--- config.mk ---
export PLATFORM = sky130hd
export DESIGN_NAME = rya_top
export DESIGN_NICKNAME = d
export VERILOG_FILES = /design/src/rya_pkg.sv /design/src/rya_year_bcd.sv /design/src/rya_alarm_cmp.sv /design/src/rya_top.sv
export VERILOG_INCLUDE_DIRS = /design/src
export SDC_FILE = /design/constraint.sdc
export NUM_CORES = 1
export LEC_CHECK = 0
export BUFFER_PORTS_ARGS = -buffer_cell sky130_fd_sc_hd__buf_2
export CORE_MARGIN = 3
export CORE_UTILIZATION = 45
export DETAILED_ROUTE_END_ITERATION = 8
export PLACE_DENSITY_LB_ADDON = 0.05
export SLEW_MARGIN = 20
export SYNTH_ARGS = -nofsm -noshare
export SYNTH_HDL_FRONTEND = slang
export SYNTH_SLANG_ARGS = --single-unit
--- constraint.sdc ---
create_clock -name I_CLOCK -period 1.8 [get_ports I_CLOCK]
set_input_delay 0.18 -clock I_CLOCK [delete_from_list [all_inputs] [get_ports I_CLOCK]]
set_output_delay 0.18 -clock I_CLOCK [all_outputs]
set_load 0.02 [all_outputs]
--- src/rya_defs.svh ---
`ifndef RYA_DEFS_SVH
`define RYA_DEFS_SVH

// ********************************************************************
// Register byte offsets.
// ********************************************************************
`define RYA_OFS_YEAR       8'h00
`define RYA_OFS_ALARM0     8'h04
`define RYA_OFS_ALARM_LAST 8'h18
`define RYA_OFS_CTRL       8'h1c

// ********************************************************************
// Field positions.
// ********************************************************************
`define RYA_CF_BIT  7
`define RYA_CIE_BIT 4
`define RYA_AIE_BIT 3
`define RYA_AF_BIT  0
`define RYA_ENB_BIT 7

// ********************************************************************
// Alarm field masks, reserved bits and reset values.
// ********************************************************************
`define RYA_NUM_ALARM  6
`define RYA_MASK_SEC   7'h7f
`define RYA_MASK_MIN   7'h7f
`define RYA_MASK_HOUR  7'h3f
`define RYA_MASK_WEEK  7'h07
`define RYA_MASK_DATE  7'h3f
`define RYA_MASK_MONTH 7'h1f
`define RYA_CTRL_RSVD  8'h66
`define RYA_CTRL_RST   8'h00
`define RYA_ENB_RST    1'b0
`define RYA_YEAR_MAX   8'h99

`endif

--- src/rya_pkg.sv ---
`default_nettype none

package rya_pkg;

	typedef logic [7:0] rya_byte_t;

	typedef enum {
		RYA_SEL_NONE,
		RYA_SEL_YEAR,
		RYA_SEL_ALARM,
		RYA_SEL_CTRL
	} rya_sel_t;

endpackage

`default_nettype wire

--- src/rya_year_bcd.sv ---
`include "rya_defs.svh"
`default_nettype none

module rya_year_bcd (
	// Clock and reset.
	input  wire logic              i_clk,
	input  wire logic              i_rst_n,
	// Load and advance.
	input  wire logic              i_load,
	input  wire rya_pkg::rya_byte_t i_load_data,
	input  wire logic              i_advance,
	input  wire logic              i_start,
	// Year state.
	output var  rya_pkg::rya_byte_t o_year,
	output var  logic              o_leap
);
	import rya_pkg::*;

	logic [3:0] tens;
	logic [3:0] ones;
	rya_byte_t  year_nxt;
	int         dec_val;

	assign tens = o_year[7:4];
	assign ones = o_year[3:0];

	always_comb begin
		if (ones == 4'h9) begin
			year_nxt = (tens == 4'h9) ? 8'h00 : {tens + 4'h1, 4'h0};
		end else begin
			year_nxt = {tens, ones + 4'h1};
		end
	end

	// No reset here: the year survives every reset. //
	always_ff @(posedge i_clk) begin
		if (i_load && !i_start) begin
			o_year <= i_load_data;
		end else if (i_advance && i_start) begin
			o_year <= year_nxt;
		end
	end

	// Divisible by four: even tens need 0/4/8, odd tens need 2/6.
	always_comb begin
		if (tens[0]) begin
			o_leap = (ones == 4'h2) || (ones == 4'h6);
		end else begin
			o_leap = (ones == 4'h0) || (ones == 4'h4) || (ones == 4'h8);
		end
	end

	assign dec_val = int'(tens) * 10 + int'(ones);

	property p_year_wrap;
		@(posedge i_clk) disable iff (!i_rst_n)
		(o_year == `RYA_YEAR_MAX && i_advance && i_start && !i_load)
		|=> (o_year == 8'h00);
	endproperty
	a_year_wrap: assert property (p_year_wrap)
		else $error("Year did not wrap from 99 to 00.");

	property p_year_halt;
		@(posedge i_clk) disable iff (!i_rst_n)
		(!i_start && !i_load) |=> $stable(o_year);
	endproperty
	a_year_halt: assert property (p_year_halt)
		else $error("Year moved while counting was stopped.");

	property p_leap;
		@(posedge i_clk) disable iff (!i_rst_n)
		(tens < 4'ha && ones < 4'ha) |-> (o_leap == (dec_val % 4 == 0));
	endproperty
	a_leap: assert property (p_leap)
		else $error("Leap year flag disagrees with year.");

endmodule

`default_nettype wire

--- src/rya_alarm_cmp.sv ---
`default_nettype none

module rya_alarm_cmp #(
	parameter int N = 6,
	parameter int W = 7
) (
	// Compare enables and fields.
	input  wire logic [N-1:0]   i_enb,
	input  wire logic [N*W-1:0] i_field,
	input  wire logic [N*W-1:0] i_count,
	// Result.
	output var  logic           o_match
);
	import rya_pkg::*;

	logic [N-1:0] entry_ok;

	genvar g;
	generate
		for (g = 0; g < N; g++) begin : g_entry
			// A disabled entry never blocks the match. //
			assign entry_ok[g] = !i_enb[g] ||
				(i_field[g*W +: W] == i_count[g*W +: W]);
		end
	endgenerate

	// With no entry enabled there is nothing to match against. //
	assign o_match = (|i_enb) && (&entry_ok);

endmodule

`default_nettype wire

--- src/rya_top.sv ---
// Behaviour
// BCD year counter advances on month carry.
// Software writes years 00-99 while stopped.
// Leap year when year divisible by four.
// No reset touches the year counter.
// Bit 7 enables comparing its alarm field.
// Alarm when all enabled fields match together.
// Software keeps alarm fields in BCD ranges.
// Weekday alarm field: three bits, codes 0-6.
// Power-on clears enables; fields keep values.
// Control resets to zero; manual keeps carry.
// Software avoids read-modify-write of control.
// Subsecond or second count-up sets carry flag.
// Writing 0 clears the carry flag.
// Writing 1 sets the carry flag.
// Reserved control bits read zero.
// Carry interrupt when flag and enable set.
// No alarm interrupt while enable is zero.
// Alarm interrupt when flag and enable set.
// Match sets alarm flag; write 0 clears.
// Start low halts year; high counts.
// Unused alarm upper bits read zero.
// Flag set on counter change giving match.
`include "rya_defs.svh"
`default_nettype none

module rya_top #(
	parameter int ADDR_W = 8
) (
	// Clock and power-on reset.
	input  wire logic               I_CLOCK,
	input  wire logic               I_RST_N,
	// Manual reset, same clock.
	input  wire logic               I_MANUAL_RST,
	// APB slave.
	input  wire logic               I_PSEL,
	input  wire logic               I_PENABLE,
	input  wire logic               I_PWRITE,
	input  wire logic [ADDR_W-1:0]  I_PADDR,
	input  wire logic [31:0]        I_PWDATA,
	output var  logic [31:0]        O_PRDATA,
	output var  logic               O_PREADY,
	output var  logic               O_PSLVERR,
	// Count events and start control.
	input  wire logic               I_COUNT_START,
	input  wire logic               I_SUBSEC_TICK,
	input  wire logic               I_SECOND_TICK,
	input  wire logic               I_MONTH_CARRY,
	// Calendar counters.
	input  wire rya_pkg::rya_byte_t I_SECOND_COUNT,
	input  wire rya_pkg::rya_byte_t I_MINUTE_COUNT,
	input  wire rya_pkg::rya_byte_t I_HOUR_COUNT,
	input  wire rya_pkg::rya_byte_t I_WEEKDAY_COUNT,
	input  wire rya_pkg::rya_byte_t I_DATE_COUNT,
	input  wire rya_pkg::rya_byte_t I_MONTH_COUNT,
	// Year state and interrupts.
	output var  rya_pkg::rya_byte_t O_YEAR_COUNT,
	output var  logic               O_LEAP_YEAR,
	output var  logic               O_CARRY_IRQ,
	output var  logic               O_ALARM_IRQ
);
	import rya_pkg::*;

	localparam int NA = `RYA_NUM_ALARM;
	localparam int FW = 7;
	localparam logic [FW-1:0] FIELD_MASK [NA] = '{
		`RYA_MASK_SEC,
		`RYA_MASK_MIN,
		`RYA_MASK_HOUR,
		`RYA_MASK_WEEK,
		`RYA_MASK_DATE,
		`RYA_MASK_MONTH
	};

	// ****************************************************************
	// Address decode.
	// ****************************************************************

	rya_sel_t          sel;
	logic [2:0]        alarm_idx;
	logic [ADDR_W-1:0] alarm_ofs;
	logic              aligned;
	logic              setup;
	logic              access;
	logic              wr;
	logic              year_wr;
	logic              alarm_wr;
	logic              ctrl_wr;

	assign aligned   = (I_PADDR[1:0] == 2'b00);
	assign alarm_ofs = I_PADDR - ADDR_W'(`RYA_OFS_ALARM0);
	assign alarm_idx = alarm_ofs[4:2];

	always_comb begin
		sel = RYA_SEL_NONE;
		if (!aligned) begin
			sel = RYA_SEL_NONE;
		end else if (I_PADDR == ADDR_W'(`RYA_OFS_YEAR)) begin
			sel = RYA_SEL_YEAR;
		end else if (I_PADDR >= ADDR_W'(`RYA_OFS_ALARM0) &&
				I_PADDR <= ADDR_W'(`RYA_OFS_ALARM_LAST)) begin
			sel = RYA_SEL_ALARM;
		end else if (I_PADDR == ADDR_W'(`RYA_OFS_CTRL)) begin
			sel = RYA_SEL_CTRL;
		end
	end

	assign setup    = I_PSEL && !I_PENABLE;
	assign access   = I_PSEL && I_PENABLE;
	assign wr       = access && I_PWRITE;
	assign year_wr  = wr && (sel == RYA_SEL_YEAR);
	assign alarm_wr = wr && (sel == RYA_SEL_ALARM);
	assign ctrl_wr  = wr && (sel == RYA_SEL_CTRL);

	// ****************************************************************
	// Year counter.
	// ****************************************************************

	// Year writes are ignored while counting runs, so a carry can never
	// race a software load.
	rya_year_bcd u_year (
		.i_clk       (I_CLOCK),
		.i_rst_n     (I_RST_N),
		.i_load      (year_wr),
		.i_load_data (I_PWDATA[7:0]),
		.i_advance   (I_MONTH_CARRY),
		.i_start     (I_COUNT_START),
		.o_year      (O_YEAR_COUNT),
		.o_leap      (O_LEAP_YEAR)
	);

	// ****************************************************************
	// Alarm registers and comparison.
	// ****************************************************************

	logic [FW-1:0]    alarm_field_r [NA];
	logic [NA-1:0]    alarm_enb_r;
	logic [FW-1:0]    cal [NA];
	logic [NA*FW-1:0] field_flat;
	logic [NA*FW-1:0] count_flat;
	logic [NA*FW-1:0] count_prev_r;
	logic             match;
	logic             cal_changed;
	logic             alarm_hit;

	assign cal[0] = I_SECOND_COUNT[6:0];
	assign cal[1] = I_MINUTE_COUNT[6:0];
	assign cal[2] = I_HOUR_COUNT[6:0];
	assign cal[3] = I_WEEKDAY_COUNT[6:0];
	assign cal[4] = I_DATE_COUNT[6:0];
	assign cal[5] = I_MONTH_COUNT[6:0];

	genvar g;
	generate
		for (g = 0; g < NA; g++) begin : g_alarm
			// Fields are never reset, only the enable bit is. //
			always_ff @(posedge I_CLOCK) begin
				if (alarm_wr && alarm_idx == 3'(g)) begin
					alarm_field_r[g] <= I_PWDATA[FW-1:0] & FIELD_MASK[g];
				end
			end
			always_ff @(posedge I_CLOCK or negedge I_RST_N) begin
				if (!I_RST_N) begin
					alarm_enb_r[g] <= `RYA_ENB_RST;
				end else if (alarm_wr && alarm_idx == 3'(g)) begin
					alarm_enb_r[g] <= I_PWDATA[`RYA_ENB_BIT];
				end
			end
			// Weekday keeps three bits through its mask. //
			assign field_flat[g*FW +: FW] = alarm_field_r[g];
			assign count_flat[g*FW +: FW] = cal[g] & FIELD_MASK[g];
		end
	endgenerate

	rya_alarm_cmp #(
		.N (NA),
		.W (FW)
	) u_cmp (
		.i_enb   (alarm_enb_r),
		.i_field (field_flat),
		.i_count (count_flat),
		.o_match (match)
	);

	always_ff @(posedge I_CLOCK or negedge I_RST_N) begin
		if (!I_RST_N) begin
			count_prev_r <= '0;
		end else begin
			count_prev_r <= count_flat;
		end
	end

	// A match is taken once per calendar change, so a standing match
	// that software has cleared does not set the flag again.
	assign cal_changed = (count_flat != count_prev_r);
	assign alarm_hit   = cal_changed && match;

	// ****************************************************************
	// Flag and control register.
	// ****************************************************************

	logic carry_flag_r;
	logic carry_irq_enable_r;
	logic alarm_irq_enable_r;
	logic alarm_flag_r;
	logic tick;

	assign tick = I_SUBSEC_TICK || I_SECOND_TICK;

	// Manual reset leaves the carry flag as it was.
	always_ff @(posedge I_CLOCK or negedge I_RST_N) begin
		if (!I_RST_N) begin
			carry_flag_r <= 1'(`RYA_CTRL_RST >> `RYA_CF_BIT);
		end else if (tick) begin
			carry_flag_r <= 1'b1;
		end else if (ctrl_wr) begin
			carry_flag_r <= I_PWDATA[`RYA_CF_BIT];
		end
	end

	always_ff @(posedge I_CLOCK or negedge I_RST_N) begin
		if (!I_RST_N) begin
			carry_irq_enable_r <= 1'b0;
			alarm_irq_enable_r <= 1'b0;
		end else if (I_MANUAL_RST) begin
			carry_irq_enable_r <= 1'b0;
			alarm_irq_enable_r <= 1'b0;
		end else if (ctrl_wr) begin
			carry_irq_enable_r <= I_PWDATA[`RYA_CIE_BIT];
			alarm_irq_enable_r <= I_PWDATA[`RYA_AIE_BIT];
		end
	end

	always_ff @(posedge I_CLOCK or negedge I_RST_N) begin
		if (!I_RST_N) begin
			alarm_flag_r <= 1'b0;
		end else if (I_MANUAL_RST) begin
			alarm_flag_r <= 1'b0;
		end else if (alarm_hit) begin
			alarm_flag_r <= 1'b1;
		end else if (ctrl_wr && !I_PWDATA[`RYA_AF_BIT]) begin
			alarm_flag_r <= 1'b0;
		end
	end

	assign O_CARRY_IRQ = carry_flag_r && carry_irq_enable_r;
	assign O_ALARM_IRQ = alarm_flag_r && alarm_irq_enable_r;

	// ****************************************************************
	// APB read path.
	// ****************************************************************

	rya_byte_t rd_byte;
	logic [31:0] prdata_r;
	logic        pslverr_r;

	always_comb begin
		rd_byte = 8'h00;
		case (sel)
			RYA_SEL_YEAR: begin
				rd_byte = O_YEAR_COUNT;
			end
			RYA_SEL_ALARM: begin
				rd_byte = {alarm_enb_r[alarm_idx], alarm_field_r[alarm_idx]};
			end
			RYA_SEL_CTRL: begin
				rd_byte = {carry_flag_r, 2'b00, carry_irq_enable_r,
					alarm_irq_enable_r, 2'b00, alarm_flag_r};
			end
			default: begin
				rd_byte = 8'h00;
			end
		endcase
	end

	// Data and error are caught in the setup cycle, so the access cycle
	// answers at once from flip-flops.
	always_ff @(posedge I_CLOCK or negedge I_RST_N) begin
		if (!I_RST_N) begin
			prdata_r  <= 32'h0000_0000;
			pslverr_r <= 1'b0;
		end else if (setup) begin
			prdata_r  <= {24'h00_0000, rd_byte};
			pslverr_r <= (sel == RYA_SEL_NONE);
		end
	end

	assign O_PRDATA  = prdata_r;
	assign O_PSLVERR = pslverr_r && access;
	assign O_PREADY  = access;

	// ****************************************************************
	// Checks.
	// ****************************************************************

	property p_carry_set;
		@(posedge I_CLOCK) disable iff (!I_RST_N)
		tick |=> carry_flag_r;
	endproperty
	a_carry_set: assert property (p_carry_set)
		else $error("Count-up did not set the carry flag.");

	property p_carry_clr;
		@(posedge I_CLOCK) disable iff (!I_RST_N)
		(ctrl_wr && !I_PWDATA[`RYA_CF_BIT] && !tick) |=> !carry_flag_r;
	endproperty
	a_carry_clr: assert property (p_carry_clr)
		else $error("Writing 0 did not clear the carry flag.");

	property p_carry_wr1;
		@(posedge I_CLOCK) disable iff (!I_RST_N)
		(ctrl_wr && I_PWDATA[`RYA_CF_BIT]) |=> carry_flag_r;
	endproperty
	a_carry_wr1: assert property (p_carry_wr1)
		else $error("Writing 1 did not set the carry flag.");

	property p_rsvd_zero;
		@(posedge I_CLOCK) disable iff (!I_RST_N)
		(setup && sel == RYA_SEL_CTRL) |=>
		((O_PRDATA[7:0] & `RYA_CTRL_RSVD) == 8'h00);
	endproperty
	a_rsvd_zero: assert property (p_rsvd_zero)
		else $error("Reserved control bits read nonzero.");

	property p_carry_irq;
		@(posedge I_CLOCK) disable iff (!I_RST_N)
		(I_SECOND_TICK && carry_irq_enable_r && !I_MANUAL_RST && !ctrl_wr)
		|=> O_CARRY_IRQ;
	endproperty
	a_carry_irq: assert property (p_carry_irq)
		else $error("Enabled carry did not raise its interrupt.");

	property p_alarm_irq_off;
		@(posedge I_CLOCK) disable iff (!I_RST_N)
		!alarm_irq_enable_r |-> !O_ALARM_IRQ;
	endproperty
	a_alarm_irq_off: assert property (p_alarm_irq_off)
		else $error("Alarm interrupt raised while disabled.");

	property p_alarm_irq_on;
		@(posedge I_CLOCK) disable iff (!I_RST_N)
		(alarm_hit && alarm_irq_enable_r && !I_MANUAL_RST && !ctrl_wr)
		|=> O_ALARM_IRQ ##1
		(O_ALARM_IRQ || $past(ctrl_wr) || $past(I_MANUAL_RST));
	endproperty
	a_alarm_irq_on: assert property (p_alarm_irq_on)
		else $error("Enabled alarm did not raise its interrupt.");

	property p_af_write_one;
		@(posedge I_CLOCK) disable iff (!I_RST_N)
		(ctrl_wr && I_PWDATA[`RYA_AF_BIT] && !alarm_flag_r && !alarm_hit)
		|=> !alarm_flag_r;
	endproperty
	a_af_write_one: assert property (p_af_write_one)
		else $error("Writing 1 changed a clear alarm flag.");

	property p_af_cause;
		@(posedge I_CLOCK) disable iff (!I_RST_N)
		$rose(alarm_flag_r) |-> $past(cal_changed) && $past(match);
	endproperty
	a_af_cause: assert property (p_af_cause)
		else $error("Alarm flag rose without a fresh full match.");

	property p_manual_rst;
		@(posedge I_CLOCK) disable iff (!I_RST_N)
		I_MANUAL_RST |=> !carry_irq_enable_r && !alarm_irq_enable_r &&
		!alarm_flag_r;
	endproperty
	a_manual_rst: assert property (p_manual_rst)
		else $error("Manual reset left control bits set.");

	property p_hour_upper;
		@(posedge I_CLOCK) disable iff (!I_RST_N)
		(setup && sel == RYA_SEL_ALARM && alarm_idx == 3'd2) |=>
		(O_PRDATA[6] == 1'b0);
	endproperty
	a_hour_upper: assert property (p_hour_upper)
		else $error("Unused hour alarm bit read nonzero.");

endmodule

`default_nettype wire

# ---- Word-level counts from Yosys, hierarchy flattened
# Memories as Yosys holds them, arrays and structs flattened.
# Cells that the tools add are included.
# Widths: inputs -> output; s select.
dict set report word_totals {
  regBits 61
  mem_bits_rw 42
  wordCells 153
  memories 1
}
dict set report op_classes {
  n_addsub 3
  magnitude_cmp 3
  n_eq_ne 25
  n_mux 48
  reduce_logical 58
}
# memory depth word_bits read_ports rd_clocked_by_memory_dff wr line
set mem_list {}
lappend mem_list {alarm_field_r 6 7 7 0 1 rya_top.sv:136} ;# logic [FW-1:0] alarm_field_r [NA];
# operator count
set ops {}
lappend ops {{$eq 32x2->1 const B} 3}
lappend ops {{$mux 32} 3}
lappend ops {{$eq 32x3->1 const B} 2}
lappend ops {{$mux 7} 5}
lappend ops {{$reduce_or 7->1} 5}
lappend ops {{$ne 34x34->1} 1}
lappend ops {{$eq 32x1->1 const B} 1}
lappend ops {{$logic_not 32->1} 1}
lappend ops {{$mux 8} 4}
lappend ops {{$mux 1} 28}
lappend ops {{$pmux 8 s3} 1}
lappend ops {{$logic_and 1x1->1} 21}
lappend ops {{$mux 3} 5}
lappend ops {{$eq 7x6->1} 2}
lappend ops {{$eq 7x7->1} 2}
lappend ops {{$eq 4x4->1 const B} 3}
lappend ops {{$logic_or 1x1->1} 10}
lappend ops {{$logic_not 1->1} 9}
lappend ops {{$add 4x1->4 const B} 2}
lappend ops {{$eq 4x3->1 const B} 2}
lappend ops {{$eq 8x5->1 const B} 1}
lappend ops {{$ge 8x3->1 const B} 1}
lappend ops {{$le 8x5->1 const B} 1}
lappend ops {{$logic_not 8->1} 1}
lappend ops {{18 further kinds} 23}

# ---- Depth between registers and ports, before layout
# Gate-level depths: netlist of run 1.
dict set report logic_depth {
  depth_word 16
  ltp_mapped 9
}

# ---- Hierarchy
# A second synthesis of run 1 with hierarchy kept.
dict set report hier_totals {
  cells_unflattened 397
  hier_area_um2 4874.7
}
# module instances cells_each area_per_inst_um2 seq_area_each_um2
set modules_own_cells {}
lappend modules_own_cells {rya_top 1 285 3852.4 2347.3}
lappend modules_own_cells {rya_year_bcd 1 52 529.3 240.2}
lappend modules_own_cells {rya_alarm_cmp 1 60 493.0 0.0}

# ---- Worst setup path before layout of run 1
# No wires, ideal clock.
dict set report synth_path {
  path_kind {input to register}
  startpoint {in I_PADDR[2]}
  endpoint {reg prdata_r[7] (netlist: O_PRDATA[7])}
  setup_ns 0.128
  arrival_ns 1.766
  slack_ns -0.094
  cell_stages 8
  n_path_buf 1
  path_cell_list {buf_6 > inv_4 > ha_1 > xor2_2 > mux4_2 > a21o_1 > a222oi_1 > o21ai_1}
}
dict set report synth_between {
  elab_chain_cells 7
  word_cells_on_any_way 16
  cone_classes {add/sub (1); order compare (2); eq/ne (4); mux (7); reduce/logical (2)}
}
# item line
set synth_rtl {}
lappend synth_rtl {{start: declaration} rya_top.sv:39} ;# input wire logic [ADDR_W-1:0] I_PADDR,
lappend synth_rtl {{$ge 8x3->1 (tied with other cells)} rya_top.sv:100} ;# end else if (I_PADDR >= ADDR_W'(`RYA_OFS_ALARM0) &&
lappend synth_rtl {{$logic_and 1x1->1 or $mux 2 (tied branches)} {rya_top.sv:100, rya_top.sv:103}}
lappend synth_rtl {{$mux 32} rya_top.sv:100}
lappend synth_rtl {{$mux 32} rya_top.sv:98} ;# end else if (I_PADDR == ADDR_W'(`RYA_OFS_YEAR)) begin
lappend synth_rtl {{$mux 32} rya_top.sv:96} ;# if (!aligned) begin
lappend synth_rtl {{$eq 32x2->1 or $eq 32x1->1 (tied branches)} rya_top.sv:259} ;# case (sel)
lappend synth_rtl {{$pmux 8 s3 (*)} rya_top.sv:259}
lappend synth_rtl {{end signal: assignment} rya_top.sv:283} ;# prdata_r <= {24'h00_0000, rd_byte};
lappend synth_rtl {{end: declaration} rya_top.sv:254} ;# logic [31:0] prdata_r;
# Mark *: on every way between the ends. The rest lies on a longest branch, timed or not. The select of a mux whose other input is x is not followed.
# A chain may end at the register's enable or synchronous reset.

# ---- Final worst setup path of run 1
dict set report layout_path {
  startpoint {in I_SECOND_COUNT[6]}
  endpoint {reg alarm_flag_r}
}
dict set report layout_between {
  elab_chain_cells 7
  word_cells_on_any_way 9
  cone_classes {eq/ne (2); mux (2); reduce/logical (5)}
}
# item line
set layout_rtl {}
lappend layout_rtl {{start: declaration} rya_top.sv:50} ;# input wire rya_pkg::rya_byte_t I_SECOND_COUNT,
lappend layout_rtl {{$eq 7x7->1} rya_alarm_cmp.sv:23} ;# (i_field[g*W +: W] == i_count[g*W +: W]);
lappend layout_rtl {{$logic_or 1x1->1} rya_alarm_cmp.sv:22} ;# assign entry_ok[g] = !i_enb[g] ||
lappend layout_rtl {{$reduce_and 6->1} rya_alarm_cmp.sv:28} ;# assign o_match = (|i_enb) && (&entry_ok);
lappend layout_rtl {{$logic_and 1x1->1} rya_alarm_cmp.sv:28}
lappend layout_rtl {{$logic_and 1x1->1 (*)} rya_top.sv:196} ;# assign alarm_hit = cal_changed && match;
lappend layout_rtl {{$mux 1} rya_top.sv:239} ;# end else if (alarm_hit) begin
lappend layout_rtl {{$mux 1} rya_top.sv:237} ;# end else if (I_MANUAL_RST) begin
lappend layout_rtl {{end signal: assignment} rya_top.sv:236} ;# alarm_flag_r <= 1'b0;
lappend layout_rtl {{end signal: assignment} rya_top.sv:238} ;# alarm_flag_r <= 1'b0;
lappend layout_rtl {{end signal: assignment} rya_top.sv:240} ;# alarm_flag_r <= 1'b1;
lappend layout_rtl {{end: declaration} rya_top.sv:205} ;# logic alarm_flag_r;
# Mark *: on every way between the ends. The rest lies on a longest branch, timed or not.

==> out/summary.txt, run 1 <==
outcome - finished clean
CTS Buffer Depth - 2
buffers plus inverters on the worst setup path - 2
cells on worst reg2reg path - 5
io pins - 143
Placement Setup Slack - -182 ps
Post-Syn Area per Cell - 12.6 um2
reg2reg start - alarm_field_r[2][0]
Hold Startpoint - I_SUBSEC_TICK
R2R Setup Slk - 110 ps
clock skew - 9.05 ps
sw frac - 25.7%
worst endpoint required time - 2060 ps
Routed met1 length - 5490 um
post-layout minimum cycle time - 1690 ps
post-route ant nets - 0
Vias/cell - 5.15
Max stage delay on crit path - 530 ps
number of max-cap violations - 0
Die Ht - 109 um
Fin. Hold Viols - 0
crit-path leading delay family - buffers and inverters
CTS H-tree lvls - 3
share of power burned in registers - 53.5%
largest net degree at the start of global routing - 23
wire length per cell - 18.3 um
Reg clk slew, reported paths - 90 ps
final setup fails - 0
peak supply drop - 0.326 mV
Crit-path slowest cell - dlygate4sd3_1
Crit Path Category - input port to flip-flop
# fillers - 830
initial antenna violation count - 0
grt total ovfl - 0
Final Max Tran Viols - 0
core area - 10000 um2
CTS Root Cell - clkbuf_8
Seq/Total Area, Yosys - 54.6%
type of the worst min-delay path - input port to flip-flop
Clock Latency Late Sink - 360 ps
Initial Utilization - 47.4%
worst path cell trace - dlygate4sd3_1 > buf_2 > xnor2_1 > nand4_1 > o41ai_1 > nand3_1 > o32ai_1
Routed WL - 12200 um
hold path cells - 3
PnR worst setup slack - 106 ps
Synth top area share - 28.0%
post-DP HPWL - 9390 um
RSZ-0062 raised after global routing - false
Arr. time, crit path - 1960 ps
Comb power frac - 13.3%
Layout area overhead - 28.0%
I/O Buffers - 80
warnings from Yosys - 0
reg-to-reg endpoint - O_PRDATA[0]
top_reg_cell synth - dfrtp_1
area leader, netlist - dfrtp_1
via count - 3437
CTS Sinks - 95
Peak Freq - 0.590 GHz
drt first-iter violations - 221
TritonCTS Buffers - 9
DIE WIDTH - 109 um
DIE AREA - 11800 um2
vias in the first global route - 3481
Critical Path Fanout Max - 3
Slew HR - 64.2%
number of enable flip-flop cells after synthesis - 42
mapped cell area - 4740 um2
layout cells sized above 1 - 30.5%
GPL Wtd Cong - 0.865
Clock power frac - 33.2%
TritonCTS clock tree - done
period utilization - 94.1%
antenna diode count - 0
dpl cells - 618
FFs w/ async S/R, synth - 55.8%
fin cells - 667
Worst Hold End - carry_flag_r
residual DRC count - 0
CP Capture Type - flip-flop
All-Layer GR Usage - 21.5%
first-pass GRT wire length - 18700 um
Netlist cell types - 51
Synth area leaders - dfrtp_1 28%, edfxtp_1 27%, xor2_1 8.5%
CP startpoint kind - input port
routed wl met2 - 5820 um
PwrDens - 720 nW/um2
Slew @ Worst Pin - 533 ps
row cnt - 36
Mapped Cells - 375
DR WL met3 - 758 um
drt pass-1 iters - 5
Psw - 0.00112 W
Final nets - 634
highest routed layer - met4
Pint - 0.00325 W
Lkg Pwr - 2.61 nW
Seq cells post-synth - 95
==> power by group through the flow <==
stage | registers (W) | clock network, W | logic (W)
after global routing | 0.00234 | 0.00157 | 0.000636
after CTS | 0.00234 | 0.00148 | 0.000571
after detailed placement | 0.00238 | 0 | 0.000520
final | 0.00234 | 0.00145 | 0.000579
after floorplan | 0.00239 | 0 | 0.000302
after global placement | 0.00238 | 0 | 0.000514
==> cell usage in the layout, fill, tap and decap left out, types with 3 or more instances in the layout <==
cell / count
a21o_1: 3
a21oi_1: 8
a221oi_1: 3
a222oi_1: 4
a22oi_1: 4
and2_1: 4
and2_4: 3
and3_1: 3
buf_12: 3
buf_2: 79
buf_4: 38
clkbuf_8: 10
conb_1: 24
dfrtp_1: 53
dlygate4sd3_1: 32
edfxtp_1: 42
ha_1: 7
inv_1: 6
mux2_2: 9
mux2i_1: 11
mux4_1: 3
nand2_1: 22
nand2b_1: 3
nand3_1: 8
nand4_1: 5
nor2_1: 9
nor2b_1: 4
nor3_1: 4
nor4_1: 6
nor4_2: 3
o21ai_0: 12
o31ai_1: 7
xnor2_1: 25
xor2_1: 46
==> Yosys cell counts, types with 8 or more instances <==
library cell  instances
dfrtp_1              53
a21oi_1               9
mux2i_1              11
mux2_2                9
nand2_1              22
buf_4                24
nor2_1                9
xnor2_1              25
o21ai_0              12
edfxtp_1             42
nor4_1                8
xor2_1               46
nand3_1               8
==> metrics by stage <==
step	power [W]	hold slack, ps	util [%]	area, um2	setup TNS, ps
CTS	0.00439	0.129	60.1	6010	0
global route	0.00454	0.525	60.6	6060	0
global placement	0.00290	138	55.1	5510	-1410
finish	0.00437	6.27	60.6	6060	0
detailed placement	0.00290	137	55.1	5510	-2850
floorplan	0.00269	-116	-	4850	-128
==> registers in the layout (all words and copies together), names as in the netlist <==
| name | count |
|---|---|
| alarm_field_r | 34 |
| count_prev_r | 34 |
| O_PRDATA | 8 |
| u_year.o_year | 8 |
| alarm_enb_r | 6 |
| alarm_flag_r | 1 |
| alarm_irq_enable_r | 1 |
| carry_flag_r | 1 |
| carry_irq_enable_r | 1 |
| pslverr_r | 1 |
==> logic make-up (layout without fill, tap and decap cells) <==
logic type | count (synthesis) | in the layout | synth area share (%)
other | 1 | 24 | 0.0791
adders and majority gates | 7 | 7 | 1.85
muxes | 24 | 24 | 6.60
DFF | 95 | 95 | 54.6
xor gates and xnor gates | 72 | 72 | 13.5
AOI/OAI and AO/OA | 53 | 53 | 7.74
and+or+nand+nor | 84 | 84 | 10.1
buffers and inverters | 39 | 175 | 5.57
==> final cells by class <==
cell class                      count  area [um2]  share of cell area (%)
Clock buffer                       10         138                    2.27
Clock inverter                      6        67.6                    1.11
Inverter                            7        28.8                   0.475
Multi-Input combinational cell    264        2020                    33.2
Sequential cell                    95        2590                    42.7
Tap cell                          133         166                    2.74
Timing Repair Buffer              152        1060                    17.5
==> worst min-delay path, delay by kind of cell <==
kind / cells / cell delay, ps
simple gates: 2 / 80
buf+inv: 1 / 70
==> routing by layer <==
metal,vias to the layer above,global-route usage [%]
met4,0,5.59
met2,118,34.9
met3,13,3.20
li1,1616,-
met1,1690,30.6
met5,-,0
==> timing repair <==
action / in CTS / in global routing
setup buffers: 0 / 1
endpoints found under the setup margin: 0 / 3
hold endpoints to repair: 43 / 2
hold buffers: 30 / 2
gates resized for setup: 0 / 5
==> worst max path at each step <==
stage / startpoint / to / slack, ps / depth (start not counted)
after floorplan: I_PADDR[2] / O_PRDATA[7] / -60 / 8
after CTS: I_MONTH_COUNT[4] / alarm_flag_r / 40 / 7
after global routing: I_PADDR[2] / O_PRDATA[3] / 2 / 8
final: I_SECOND_COUNT[6] / alarm_flag_r / 110 / 7
after global placement: I_PADDR[3] / O_PRDATA[7] / -160 / 8
after detailed placement: I_PADDR[2] / O_PRDATA[3] / -180 / 8
Power figures use the tool's default switching activity.
==> run 2: changes to the inputs <==
ABC_AREA = 1   (was not set)
CORE_MARGIN = not set   (was 3)
==> out/summary.txt, run 2 <==
Crit Path Category - flip-flop to output port
CP Capture Type - output port
TritonCTS clock tree - done
wire length per cell - 14.0 um
post-layout minimum cycle time - 1640 ps
largest net degree at the start of global routing - 25
Synth top cells by count - 196 x nand2_1, 95 x inv_1, 53 x dfrtp_1
worst endpoint required time - 1620 ps
io pins - 143
most common cell after layout, fill and taps aside - nand2_1
Seq/Total Area, Yosys - 49.5%
mapped cell area - 5230 um2
outcome - finished clean
Clock Latency Late Sink - 350 ps
multiplexer share of the synthesized area - 0.191%
CP Launch Point - u_year.o_year[0]
Max stage delay on crit path - 480 ps
RSZ-0062 raised after global routing - false
reg-to-reg endpoint - u_year.o_year[6]
biggest regs - alarm_field_r: 34 flops, count_prev_r: 34 flops
Netlist cell types - 39
Reg clk slew, reported paths - 60 ps
row cnt - 38
adder-cell share of the synthesized area - 1.68%
FFs w/ async S/R, synth - 55.8%
most frequent cell after synthesis - nand2_1
Seq cells post-synth - 95
grt total ovfl - 0
vias in the first global route - 4045
Die Ht - 110 um
post-DP HPWL - 9690 um
most frequent cells in the layout - 195 x nand2_1, 92 x inv_1, 80 x buf_2, 53 x dfrtp_1, 46 x nor2_1
CP Depth - 4
Initial Utilization - 47.2%
core area - 11100 um2
All-Layer GR Usage - 22.8%
post-synthesis simple-gate area fraction - 23.6%
residual DRC count - 0
warnings from Yosys - 0
PwrDens - 754 nW/um2
Worst Setup EP - O_LEAP_YEAR
Synth top area share - 25.4%
antenna diode count - 0
drt first-iter violations - 312
Crit-path slowest cell - edfxtp_1
number of enable flip-flop cells after synthesis - 42
peak supply drop - 0.429 mV
Compound-Gate Fraction of Synth Area - 7.61%
CTS Sinks - 95
CTS H-tree lvls - 3
top_reg_cell synth - dfrtp_1
Arr. time, crit path - 1460 ps
area leader, netlist - dfrtp_1
GPL Wtd Cong - 0.863
post-route ant nets - 0
post-cts gate resize count - 0
Fin. Hold Viols - 0
Routed WL - 12700 um
crit-path leading delay family - flip-flops
Fin Setup TNS - 0 ps
Final Max Tran Viols - 0
clock skew - 4.71 ps
reg2reg start - u_year.o_year[2]
Reg area - 2590 um2
DIE WIDTH - 110 um
CTS Root Cell - clkbuf_16
area of the multi-input gates - 2140 um2
Fin Hold WS - 5.31 ps
TritonCTS Buffers - 9
cells on worst reg2reg path - 6
first-pass GRT wire length - 20000 um
CTS Buffer Depth - 2
via count - 4344
Mapped Cells - 634
CP startpoint kind - flip-flop
drt pass-1 iters - 5
type of the worst min-delay path - input port to flip-flop
Layout area overhead - 22.8%
Synth area leaders - dfrtp_1 25%, edfxtp_1 24%, nand2_1 14%
worst path cell trace - inv_1 > o211ai_1 > o21ai_0 > buf_2
Hold Startpoint - I_HOUR_COUNT[3]
Lkg Pwr - 3.28 nW
Vias/cell - 4.78
number of max-cap violations - 0
layout cells sized above 1 - 17.0%
Critical Path Fanout Max - 6
final setup fails - 0
Final nets - 870
Peak Freq - 0.609 GHz
Post-Syn Area per Cell - 8.25 um2
I/O Buffers - 80
# fillers - 1005
buffers plus inverters on the worst setup path - 2
R2R Setup Slk - 260 ps
initial antenna violation count - 0
main combinational cell family by area after synthesis - simple AND/OR/NAND/NOR gates
DIE AREA - 12100 um2
XOR/XNOR Fraction of Synth Area - 5.70%
period utilization - 91.2%
-- run 2: logic make-up after synthesis --
| kind of cell | Yosys count |
|---|---|
| DFF | 95 |
| adders and majority gates | 7 |
| and+or+nand+nor | 293 |
| muxes | 1 |
| other | 1 |
| xor gates and xnor gates | 34 |
| buffers and inverters | 132 |
| AOI/OAI and AO/OA | 71 |
-- run 2: metal layers --
metal | part of all wire (%) | track usage, % | routed length [um]
met2 | 46 | 36.3 | 5880
met4 | 1.6 | 8.00 | 198
met1 | 46 | 31.2 | 5840
met3 | 6.4 | 4.15 | 821
met5 | 0 | 0 | 0
-- run 2: final cells by class --
type	instances	area share, %
inverters	99	5.83
well taps	140	2.73
clock inverters	4	0.741
clock buffers	11	3.63
repair buffers	130	13.4
multi-input cells	430	33.4
flip-flops and latches	95	40.3
-- run 2: through the flow --
step | total power [W] | instance area, um2 | setup slack [ps] | std cells | utilization, %
after floorplan | 0.00275 | 5350 | 17.6 | 657 | -
after global placement | 0.00294 | 5810 | 47.0 | 861 | 52.4
after detailed placement | 0.00296 | 5810 | 14.9 | 861 | 52.4
after CTS | 0.00487 | 6410 | 160 | 908 | 57.9
after global routing | 0.00505 | 6420 | 40.9 | 909 | 58.0
final | 0.00484 | 6420 | 159 | 909 | 58.0
-- run 2: worst min path at each step --
stage	endpoint	cells past startpoint	slack [ps]
2_1_floorplan	O_PRDATA[0]	0	-120
3_3_place_gp	count_prev_r[1]	1	140
6_report	count_prev_r[17]	1	5
3_5_place_dp	count_prev_r[1]	1	150
5_1_grt	count_prev_r[16]	1	0.1
4_1_cts	count_prev_r[2]	1	0.9
-- run 2: what timing repair did --
| item | 4_1_cts | 5_1_grt |
|---|---|---|
| setup buffers | 0 | 0 |
| hold buffers | 32 | 1 |
| endpoints found under the setup margin | 0 | 0 |
| hold endpoints to repair | 45 | 1 |
-- run 2: power breakdown --
group          switching [W]  internal (W)
combinational       0.000376      0.000247
sequential         0.0000288       0.00232
clock               0.000807       0.00107
total                0.00121       0.00363
